<file path="src/common/arw_pkg.sv">
// Purpose: shared types and constants for the accumulator round and write-back path
// Assumes: 40-bit accumulators, 16-bit data words, byte-addressed data space
// Notes: the saturation stage sits outside this block
package arw_pkg;

	// ----------------------------------------------------------------
	// widths and constants
	// ----------------------------------------------------------------
	localparam int ARW_ACC_W = 40;
	localparam int ARW_WORD_W = 16;
	localparam int ARW_HI_MSB = 31;
	localparam int ARW_HI_LSB = 16;
	localparam int ARW_LO_MSB = 15;
	localparam logic [15:0] ARW_HALF_LSB = 16'h8000;
	localparam logic [15:0] ARW_PTR_STEP = 16'h0002;
	localparam logic [15:0] ARW_PTR_RST = 16'h0000;

	// ----------------------------------------------------------------
	// operation and mode encodings
	// ----------------------------------------------------------------
	typedef enum logic [2:0] {
		ARW_OP_NONE = 3'h0,
		ARW_OP_STORE_ACC = 3'h1,
		ARW_OP_STORE_ACC_RND = 3'h2,
		ARW_OP_MAC_CLASS = 3'h3,
		ARW_OP_MPY_ONLY = 3'h4,
		ARW_OP_MPY_NEG = 3'h5,
		ARW_OP_EUCL_DIST = 3'h6,
		ARW_OP_DIST_ACC = 3'h7
	} arw_op_t;

	typedef enum logic [1:0] {
		ARW_WB_NONE = 2'h0,
		ARW_WB_REG_DIRECT = 2'h1,
		ARW_WB_POST_INC = 2'h2
	} arw_wb_mode_t;

	typedef enum logic [2:0] {
		ARW_ST_IDLE = 3'b001,
		ARW_ST_SAT = 3'b010,
		ARW_ST_WRITE = 3'b100
	} arw_state_t;

	// ----------------------------------------------------------------
	// carriers
	// ----------------------------------------------------------------
	typedef struct packed {
		arw_op_t op;
		arw_wb_mode_t wb_mode;
		logic target_b;
		logic [15:0] st_addr;
	} arw_req_t;

	typedef struct packed {
		logic [15:0] addr;
		logic [15:0] data;
	} arw_xbus_t;

endpackage

</file>
<file path="src/rtl/arw_round.sv">
// Purpose: combinational round or truncate of an accumulator to a 1.15 word
// Assumes: round_mode_select_bit 0 conventional, 1 convergent
// Notes: no state at all
module arw_round
	import arw_pkg::*;
(
	// operand
	input wire logic [39:0] acc,
	// controls
	input wire logic rnd_en,
	input wire logic round_mode_select_bit,
	// result
	output logic [15:0] word
);
	import arw_pkg::*;

	logic [15:0] hi;
	logic [15:0] lo;
	logic inc;

	// ----------------------------------------------------------------
	// round decision
	// ----------------------------------------------------------------
	always_comb begin
		hi = acc[ARW_HI_MSB:ARW_HI_LSB];
		lo = acc[ARW_LO_MSB:0];
		inc = lo[ARW_LO_MSB]; // conventional: bit 15 added
		if (round_mode_select_bit && lo == ARW_HALF_LSB) begin
			inc = hi[0]; // tie goes to even
		end
		if (!rnd_en) begin
			inc = 1'b0; // truncation drops the low word
		end
		word = hi + {15'h0000, inc};
	end
endmodule

</file>
<file path="src/rtl/arw_ptr.sv">
// Purpose: write-back pointer register with post-increment
// Assumes: increment applied after the write has used the old value
// Notes: direct load wins over increment
module arw_ptr
	import arw_pkg::*;
(
	// clock and reset
	input wire logic core_clk,
	input wire logic rst,
	// control
	input wire logic load,
	input wire logic [15:0] load_val,
	input wire logic inc,
	// value
	output logic [15:0] ptr
);
	import arw_pkg::*;

	logic [15:0] ptr_q;
	logic [15:0] ptr_d;

	// next pointer value
	always_comb begin
		ptr_d = ptr_q;
		if (load) begin
			ptr_d = load_val;
		end else if (inc) begin
			ptr_d = ptr_q + ARW_PTR_STEP;
		end
	end

	// pointer flop
	always_ff @(posedge core_clk) begin
		if (rst) begin
			ptr_q <= ARW_PTR_RST;
		end else begin
			ptr_q <= ptr_d;
		end
	end

	assign ptr = ptr_q;
endmodule

</file>
<file path="src/rtl/arw_top.sv">
// Purpose: accumulator store and write-back path to the X bus
// Assumes: saturation stage external, returns a word one or more cycles later
// Notes: one request at a time; req_ready low while busy
module arw_top
	import arw_pkg::*;
(
	// clock and reset
	input wire logic core_clk,
	input wire logic rst,
	// core control
	input wire logic round_mode_select_bit,
	// accumulators
	input wire logic [39:0] acc_a,
	input wire logic [39:0] acc_b,
	// request
	input wire logic req_valid,
	input wire arw_pkg::arw_req_t req,
	output logic req_ready,
	// saturation stage
	output logic sat_valid,
	output logic [15:0] sat_in,
	input wire logic sat_done,
	input wire logic [15:0] sat_out,
	// x bus
	output logic xbus_we,
	output arw_pkg::arw_xbus_t xbus,
	// pointer register view
	output logic [15:0] writeback_pointer_register
);
	import arw_pkg::*;

	// ----------------------------------------------------------------
	// request classification
	// ----------------------------------------------------------------
	logic is_store;
	logic is_mac_wb;
	logic rnd_en;
	logic [39:0] src_acc;
	logic [15:0] rnd_word;
	logic [15:0] ptr;

	always_comb begin
		is_store = (req.op == ARW_OP_STORE_ACC) || (req.op == ARW_OP_STORE_ACC_RND);
		is_mac_wb = (req.op == ARW_OP_MAC_CLASS) && (req.wb_mode != ARW_WB_NONE);
		rnd_en = is_mac_wb || (req.op == ARW_OP_STORE_ACC_RND);
		// write-back takes the accumulator the instruction does not target
		src_acc = (is_mac_wb ^ req.target_b) ? acc_b : acc_a;
	end

	arw_round u_round (
		.acc(src_acc),
		.rnd_en(rnd_en),
		.round_mode_select_bit(round_mode_select_bit),
		.word(rnd_word)
	);

	// ----------------------------------------------------------------
	// sequencer
	// ----------------------------------------------------------------
	arw_state_t st_q, st_d;
	logic [15:0] addr_q, addr_d;
	logic [15:0] sat_in_q, sat_in_d;
	logic sat_valid_q, sat_valid_d;
	logic direct_q, direct_d;
	logic inc_q, inc_d;
	logic xbus_we_q, xbus_we_d;
	arw_xbus_t xbus_q, xbus_d;
	logic ptr_load;
	logic ptr_inc;

	// next-state and datapath
	always_comb begin
		st_d = st_q;
		addr_d = addr_q;
		sat_in_d = sat_in_q;
		sat_valid_d = 1'b0;
		direct_d = direct_q;
		inc_d = inc_q;
		xbus_we_d = 1'b0;
		xbus_d = xbus_q;
		ptr_load = 1'b0;
		ptr_inc = 1'b0;
		case (st_q)
			ARW_ST_IDLE: begin
				if (req_valid && (is_store || is_mac_wb)) begin
					sat_in_d = rnd_word;
					sat_valid_d = 1'b1;
					direct_d = is_mac_wb && (req.wb_mode == ARW_WB_REG_DIRECT);
					inc_d = is_mac_wb && (req.wb_mode == ARW_WB_POST_INC);
					addr_d = is_mac_wb ? ptr : req.st_addr;
					st_d = ARW_ST_SAT;
				end
			end
			ARW_ST_SAT: begin
				if (sat_done) begin
					if (direct_q) begin
						ptr_load = 1'b1;
						st_d = ARW_ST_IDLE;
					end else begin
						xbus_we_d = 1'b1;
						xbus_d.addr = addr_q;
						xbus_d.data = sat_out;
						st_d = ARW_ST_WRITE;
					end
				end
			end
			ARW_ST_WRITE: begin
				ptr_inc = inc_q;
				st_d = ARW_ST_IDLE;
			end
			default: begin
				st_d = ARW_ST_IDLE;
			end
		endcase
	end

	// sequencer flops
	always_ff @(posedge core_clk) begin
		if (rst) begin
			st_q <= ARW_ST_IDLE;
			addr_q <= 16'h0000;
			sat_in_q <= 16'h0000;
			sat_valid_q <= 1'b0;
			direct_q <= 1'b0;
			inc_q <= 1'b0;
			xbus_we_q <= 1'b0;
			xbus_q <= '0;
		end else begin
			st_q <= st_d;
			addr_q <= addr_d;
			sat_in_q <= sat_in_d;
			sat_valid_q <= sat_valid_d;
			direct_q <= direct_d;
			inc_q <= inc_d;
			xbus_we_q <= xbus_we_d;
			xbus_q <= xbus_d;
		end
	end

	arw_ptr u_ptr (
		.core_clk(core_clk),
		.rst(rst),
		.load(ptr_load),
		.load_val(sat_out),
		.inc(ptr_inc),
		.ptr(ptr)
	);

	// outputs straight from flops
	assign req_ready = st_q[0]; // idle bit of the one-hot state
	assign sat_valid = sat_valid_q;
	assign sat_in = sat_in_q;
	assign xbus_we = xbus_we_q;
	assign xbus = xbus_q;
	assign writeback_pointer_register = ptr;

	// ----------------------------------------------------------------
	// assertions
	// ----------------------------------------------------------------
	property p_excluded_no_write;
		@(posedge core_clk) disable iff (rst)
		(req_valid && req_ready && req.op inside {ARW_OP_MPY_ONLY, ARW_OP_MPY_NEG, ARW_OP_EUCL_DIST,
			ARW_OP_DIST_ACC}) |=> !sat_valid;
	endproperty
	a_excluded_no_write: assert property (p_excluded_no_write) else $error("excluded op started store");

	property p_write_addr;
		@(posedge core_clk) disable iff (rst)
		(st_q == ARW_ST_SAT && sat_done && !direct_q) |=> (xbus_we && xbus.addr == addr_q && xbus.data == $past(sat_out));
	endproperty
	a_write_addr: assert property (p_write_addr) else $error("x bus write wrong");

	property p_direct_load;
		@(posedge core_clk) disable iff (rst)
		(st_q == ARW_ST_SAT && sat_done && direct_q) |=> (ptr == $past(sat_out) && !xbus_we);
	endproperty
	a_direct_load: assert property (p_direct_load) else $error("direct load failed");

	property p_post_inc;
		@(posedge core_clk) disable iff (rst)
		(xbus_we && inc_q) |=> (ptr == $past(xbus.addr) + ARW_PTR_STEP);
	endproperty
	a_post_inc: assert property (p_post_inc) else $error("pointer not advanced by two");

	property p_ptr_stable_during_write;
		@(posedge core_clk) disable iff (rst)
		(st_q == ARW_ST_SAT && inc_q) |=> $stable(ptr);
	endproperty
	a_ptr_stable_during_write: assert property (p_ptr_stable_during_write) else $error("pointer moved early");

	property p_sat_gets_round;
		@(posedge core_clk) disable iff (rst)
		(req_valid && req_ready && (is_store || is_mac_wb)) |=> (sat_valid && sat_in == $past(rnd_word));
	endproperty
	a_sat_gets_round: assert property (p_sat_gets_round) else $error("saturation input wrong");

	property p_truncate;
		@(posedge core_clk) disable iff (rst)
		(req_valid && req_ready && req.op == ARW_OP_STORE_ACC) |=> (sat_in == $past(src_acc[31:16]));
	endproperty
	a_truncate: assert property (p_truncate) else $error("truncation wrong");

	property p_conv_round;
		@(posedge core_clk) disable iff (rst)
		(req_valid && req_ready && rnd_en && !round_mode_select_bit)
		|=> (sat_in == 16'($past(src_acc[31:16]) + $past(src_acc[15])));
	endproperty
	a_conv_round: assert property (p_conv_round) else $error("conventional round wrong");

	property p_conv_tie;
		@(posedge core_clk) disable iff (rst)
		(req_valid && req_ready && rnd_en && round_mode_select_bit && src_acc[15:0] == ARW_HALF_LSB)
		|=> (sat_in == 16'($past(src_acc[31:16]) + $past(src_acc[16])));
	endproperty
	a_conv_tie: assert property (p_conv_tie) else $error("convergent tie wrong");

	property p_mac_rounds;
		@(posedge core_clk) disable iff (rst)
		(req_valid && req_ready && is_mac_wb && src_acc[15] && src_acc[15:0] != ARW_HALF_LSB)
		|=> (sat_in == 16'($past(src_acc[31:16]) + 16'h0001));
	endproperty
	a_mac_rounds: assert property (p_mac_rounds) else $error("write-back not rounded");

	property p_store_done;
		@(posedge core_clk) disable iff (rst)
		(st_q == ARW_ST_SAT && sat_done && !direct_q) |-> ##2 req_ready;
	endproperty
	a_store_done: assert property (p_store_done) else $error("store did not finish");

	property p_ready_drops;
		@(posedge core_clk) disable iff (rst)
		(req_valid && req_ready && (is_store || is_mac_wb)) |=> !req_ready;
	endproperty
	a_ready_drops: assert property (p_ready_drops) else $error("busy not shown after take");

	property p_sat_pulse;
		@(posedge core_clk) disable iff (rst)
		sat_valid |=> !sat_valid;
	endproperty
	a_sat_pulse: assert property (p_sat_pulse) else $error("saturation strobe longer than one cycle");

	property p_we_pulse;
		@(posedge core_clk) disable iff (rst)
		xbus_we |=> !xbus_we;
	endproperty
	a_we_pulse: assert property (p_we_pulse) else $error("bus write strobe longer than one cycle");

	property p_store_keeps_ptr;
		@(posedge core_clk) disable iff (rst)
		(xbus_we && !inc_q) |=> $stable(ptr);
	endproperty
	a_store_keeps_ptr: assert property (p_store_keeps_ptr) else $error("store moved the pointer");

	property p_idle_ptr_quiet;
		@(posedge core_clk) disable iff (rst)
		(st_q == ARW_ST_IDLE) |=> $stable(ptr);
	endproperty
	a_idle_ptr_quiet: assert property (p_idle_ptr_quiet) else $error("pointer moved while idle");

	property p_conv_nontie;
		@(posedge core_clk) disable iff (rst)
		(req_valid && req_ready && rnd_en && round_mode_select_bit && src_acc[15:0] != ARW_HALF_LSB)
		|=> (sat_in == 16'($past(src_acc[31:16]) + $past(src_acc[15])));
	endproperty
	a_conv_nontie: assert property (p_conv_nontie) else $error("convergent off-tie round wrong");

	property p_reset_quiet;
		@(posedge core_clk)
		rst |=> (!sat_valid && !xbus_we && req_ready && ptr == ARW_PTR_RST);
	endproperty
	a_reset_quiet: assert property (p_reset_quiet) else $error("outputs not quiet after reset");

	property p_store_addr;
		@(posedge core_clk) disable iff (rst)
		(req_valid && req_ready && is_store) |=> (addr_q == $past(req.st_addr));
	endproperty
	a_store_addr: assert property (p_store_addr) else $error("store address not captured");

	property p_wb_addr;
		@(posedge core_clk) disable iff (rst)
		(req_valid && req_ready && is_mac_wb) |=> (addr_q == $past(ptr));
	endproperty
	a_wb_addr: assert property (p_wb_addr) else $error("write-back address not the pointer");

	property p_src_select;
		@(posedge core_clk) disable iff (rst)
		(req_valid && req_ready && is_mac_wb && !round_mode_select_bit)
		|=> (sat_in == 16'($past(req.target_b ? acc_a[31:16] : acc_b[31:16])
			+ $past(req.target_b ? acc_a[15] : acc_b[15])));
	endproperty
	a_src_select: assert property (p_src_select) else $error("write-back used target accumulator");

	c_post_inc: cover property (@(posedge core_clk) xbus_we && inc_q);
	c_direct: cover property (@(posedge core_clk) ptr_load);
	c_store: cover property (@(posedge core_clk) xbus_we && !inc_q);
	c_tie: cover property (@(posedge core_clk) req_valid && rnd_en && src_acc[15:0] == ARW_HALF_LSB);
endmodule

</file>
<file path="config.mk">
export PLATFORM = sky130hd
export DESIGN_NAME = arw_top
export DESIGN_NICKNAME = d
export VERILOG_FILES = /design/src/common/arw_pkg.sv /design/src/rtl/arw_round.sv /design/src/rtl/arw_ptr.sv /design/src/rtl/arw_top.sv
export SDC_FILE = /design/constraint.sdc
export NUM_CORES = 1
export LEC_CHECK = 0
export BUFFER_PORTS_ARGS = -buffer_cell sky130_fd_sc_hd__buf_4
export CORE_MARGIN = 4
export CORE_UTILIZATION = 48
export CTS_CLUSTER_SIZE = 25
export DETAILED_ROUTE_END_ITERATION = 8
export GPL_ROUTABILITY_DRIVEN = 0
export PLACE_DENSITY_LB_ADDON = 0.3
export SLEW_MARGIN = 20
export SYNTH_ARGS = -nofsm -noshare
export SYNTH_HDL_FRONTEND = slang
export SYNTH_SLANG_ARGS = --single-unit
export TNS_END_PERCENT = 100
</file>
<file path="constraint.sdc">
create_clock -name core_clk -period 4.6 [get_ports core_clk]
set_clock_uncertainty 0.2 [all_clocks]
set_input_delay 1.15 -clock core_clk [delete_from_list [all_inputs] [get_ports core_clk]]
set_output_delay 1.15 -clock core_clk [all_outputs]
set_load 0.02 [all_outputs]
</file>
==> flow_summary.yaml <==
status:
  status: "complete, no violations"
final_layout:
  multi_input_area_sq_um: 2416
  fin_area_sq_um: 5917
  diodes: 0
  fillerInstances: 736
  nets: 834
  layout-drive-gt1-share_pct: 29.73
  syn2layout_area_growth_pct: 36.76
  regArea_sq_um: 1742
worst_hold_path:
  min_path_type: "reg -> reg"
clock_network:
  path_clk_slew_ns: 0.09
  clock-root-buffer: "clkbuf_8"
  cts_tree: "yes"
  clock_path_buffers: 2
  cts_resized: 0
  cts_sinks: 87
  h-tree-depth: 3
  post_cts_buffers: 0
  clk_latency_ns: 0.36
  cts_made_buffers: 9
  cts_hold_buf: 0
yosys:
  ys_warn_count: 0
  ys_seq_area_share_pct: 40.25
  netlist_area_sq_um: 4327
  synth_compound_area_share_pct: 17.06
  yosysTopAreaCell: "dfxtp_1"
  yosys-mux-area-fraction_pct: 5.119
  synthXorXnorAreaFrac_pct: 5.234
  synth_cell_types: 51
  synthCells: 544
  synth_fp_nets: 670
  synth-seq-cells: 87
  synth_top_family_by_area: "simple AND/OR/NAND/NOR gates"
  synth-simple-area-share_pct: 27.36
  avgSynthCellArea_sq_um: 7.953
  synth_top_area_share_pct: 40.25
  ys_top_cells_by_area: "dfxtp_1 40%, nand2_1 9.4%, a21oi_1 7.3%"
  synthAdderAreaFrac_pct: 0.8676
worst_setup_path:
  crit_arrival_ns: 4.12
  worstSetupPathType: "in -> reg"
  startpoint_type: "input port"
  crit_required_ns: 4.67
  end_kind: "flop"
  cp_max_fo: 6
placement:
  pre_cts_ws_ns: 0.2175
  portBuffers: 173
  placed_area_sq_um: 5708
  dpl.hpwl_um: 9919
timing:
  setup_violations: 0
  finalHoldViolCount: 0
  fin_crit_sh_pct: 88.19
  min_period_ns: 4.057
  fmax_mhz: 246.5
  relSlewSlack_pct: 42.44
  worst_slack_ns: 0.5432
  drv_slew: 0
  worst_pin_slew_ns: 0.8635
  rsz0062_at_grt: "false"
  setup_tns_ns: 0
routing:
  ant_nets: 0
  dr.pass1.iters: 5
  via_count: 4647
  avgRoutedWirePerCell_um: 16.13
  drc: 0
  drt_iter0_markers: 324
  viasPerCell: 5.660
  wl_um: 13240
floorplanning:
  coreArea_sq_um: 8763
  die_w_um: 102.9
  pin_count: 190
  start_util_pct: 49.37
  rows: 34
  die_area_sq_um: 10600
  fp.dieH_um: 102.9
power_and_ir_drop:
  power_mw: 1.570
  peakVddDrop_v: 0.0001812
  p_leak_nw: 2.382
  p_per_area_nw_per_um2: 265.4
global_routing:
  antenna_found_initial: 0
  grt_pass1_vias: 4286
  grt_max_degree: 83
  grt_util_all_layers_pct: 24.51
  overflow: 0
  grt_first_pass_wirelength_um: 20600
job:
  max_cap_viol_count: 0
-- final cells by class --
type / instances / share of cell area, %
Clock buffer: 9 / 2.093
Clock inverter: 7 / 1.438
Inverter: 11 / 0.6978
Multi-Input combinational cell: 416 / 40.83
Sequential cell: 87 / 29.44
Tap cell: 108 / 2.284
Timing Repair Buffer: 183 / 23.22
-- synthesized netlist by cell type (all sizes together) --
| cell | n |
|---|---|
| a2111oi | 1 |
| a22oi | 2 |
| inv | 11 |
| and4 | 7 |
| nand4 | 11 |
| a211oi | 24 |
| o2111ai | 1 |
| nor4bb | 2 |
| and2 | 3 |
| nor4b | 3 |
| buf | 12 |
| o21bai | 1 |
| a31oi | 2 |
| nor4 | 11 |
| nand2b | 2 |
| or3 | 1 |
| a21oi | 64 |
| nor2 | 44 |
| dfxtp | 87 |
| and4b | 1 |
| a32o | 1 |
| mux2i | 21 |
| ha | 3 |
| mux2 | 1 |
| or4 | 1 |
| o21a | 1 |
| nand3 | 26 |
| clkbuf | 18 |
| and3b | 1 |
| o2bb2ai | 1 |
| and3 | 3 |
| o211ai | 9 |
| or2 | 1 |
| nor3 | 10 |
| nand2 | 108 |
| xnor2 | 15 |
| xor2 | 10 |
| nand3b | 5 |
| o21ai | 14 |
| a222oi | 1 |
| nor2b | 2 |
| nand4bb | 2 |
-- routing by layer --
layer  global-route usage (%)  share of wire, %
met5                        0                 0
met4                    7.869               1.9
met3                    4.195               9.1
met2                    41.59                49
met1                    31.70                40
-- registers in the layout, indices dropped and copies added, names as in the netlist --
signal / flops
u_ptr.ptr: 16
sat_in: 16
st_q: 3
direct_q: 1
sat_valid: 1
inc_q: 1
xbus: 32
xbus_we: 1
addr_q: 16
-- stage by stage --
stage	hold WS (ns)	utilization (%)	std cells
after global routing	0.2771	67.52	821
after CTS	0.2567	67.52	821
after global placement	0.2375	65.13	805
final	0.2565	67.52	821
after detailed placement	0.2443	65.13	805
after floorplan	0.2323	-	544
-- report_power, final --
| group | total, mW | internal (mW) | leakage [nW] | switching (mW) |
|---|---|---|---|---|
| Sequential | 0.782 | 0.771 | 0.705 | 0.0105 |
| Combinational | 0.225 | 0.112 | 1.58 | 0.113 |
| Clock | 0.563 | 0.262 | 0.100 | 0.301 |
| Total | 1.57 | 1.15 | 2.38 | 0.424 |
-- cell usage in the layout (no fill, tap or decap), drive strengths merged, types with 3 or more instances in the layout --
cell and n:
buf 183, nand2 108, dfxtp 87, a21oi 64, nor2 44, nand3 26, a211oi 24, mux2i 21
xnor2 15, inv 15, o21ai 14, nand4 11, nor4 11, xor2 10, nor3 10, o211ai 9
clkbuf 9, and4 7, nand3b 5, nor4b 3, and3 3, ha 3, and2 3
-- worst max-delay path, cell delays in order --
cell       delay, ns
buf_4           0.13
or2_2           0.33
nand3_1         0.19
nand2_1         0.12
mux2i_1         0.14
a2111oi_0       0.44
o21a_1          0.20
ha_1            0.16
ha_1            0.28
inv_1           0.12
nor4_1          0.27
o21bai_1        0.23
xor2_1          0.13
a211oi_1        0.23
-- logic make-up (layout without fill, tap and decap cells) --
| logic type | Yosys count | count (layout) |
|---|---|---|
| mux | 22 | 22 |
| compound gates | 122 | 122 |
| xor+xnor | 25 | 25 |
| flops | 87 | 87 |
| fa+ha+maj | 3 | 3 |
| buf+inv | 41 | 210 |
| simple gates | 244 | 244 |
-- final timing paths --
kind	from	to	slack (ns)	cells past startpoint
worst max-delay path	req[17]	sat_in[8]$_SDFFE_PP0P_	0.54	14
worst min-delay path	addr_q[6]$_SDFFE_PP0P_	xbus[22]$_SDFFE_PP0P_	0.26	2
worst max register to register	st_q[2]$_SDFFE_PP0P_	u_ptr.ptr[7]$_SDFFE_PP0P_	2.14	5
worst min register to register	addr_q[6]$_SDFFE_PP0P_	xbus[22]$_SDFFE_PP0P_	0.26	2
(Power assumes the default switching activity.)
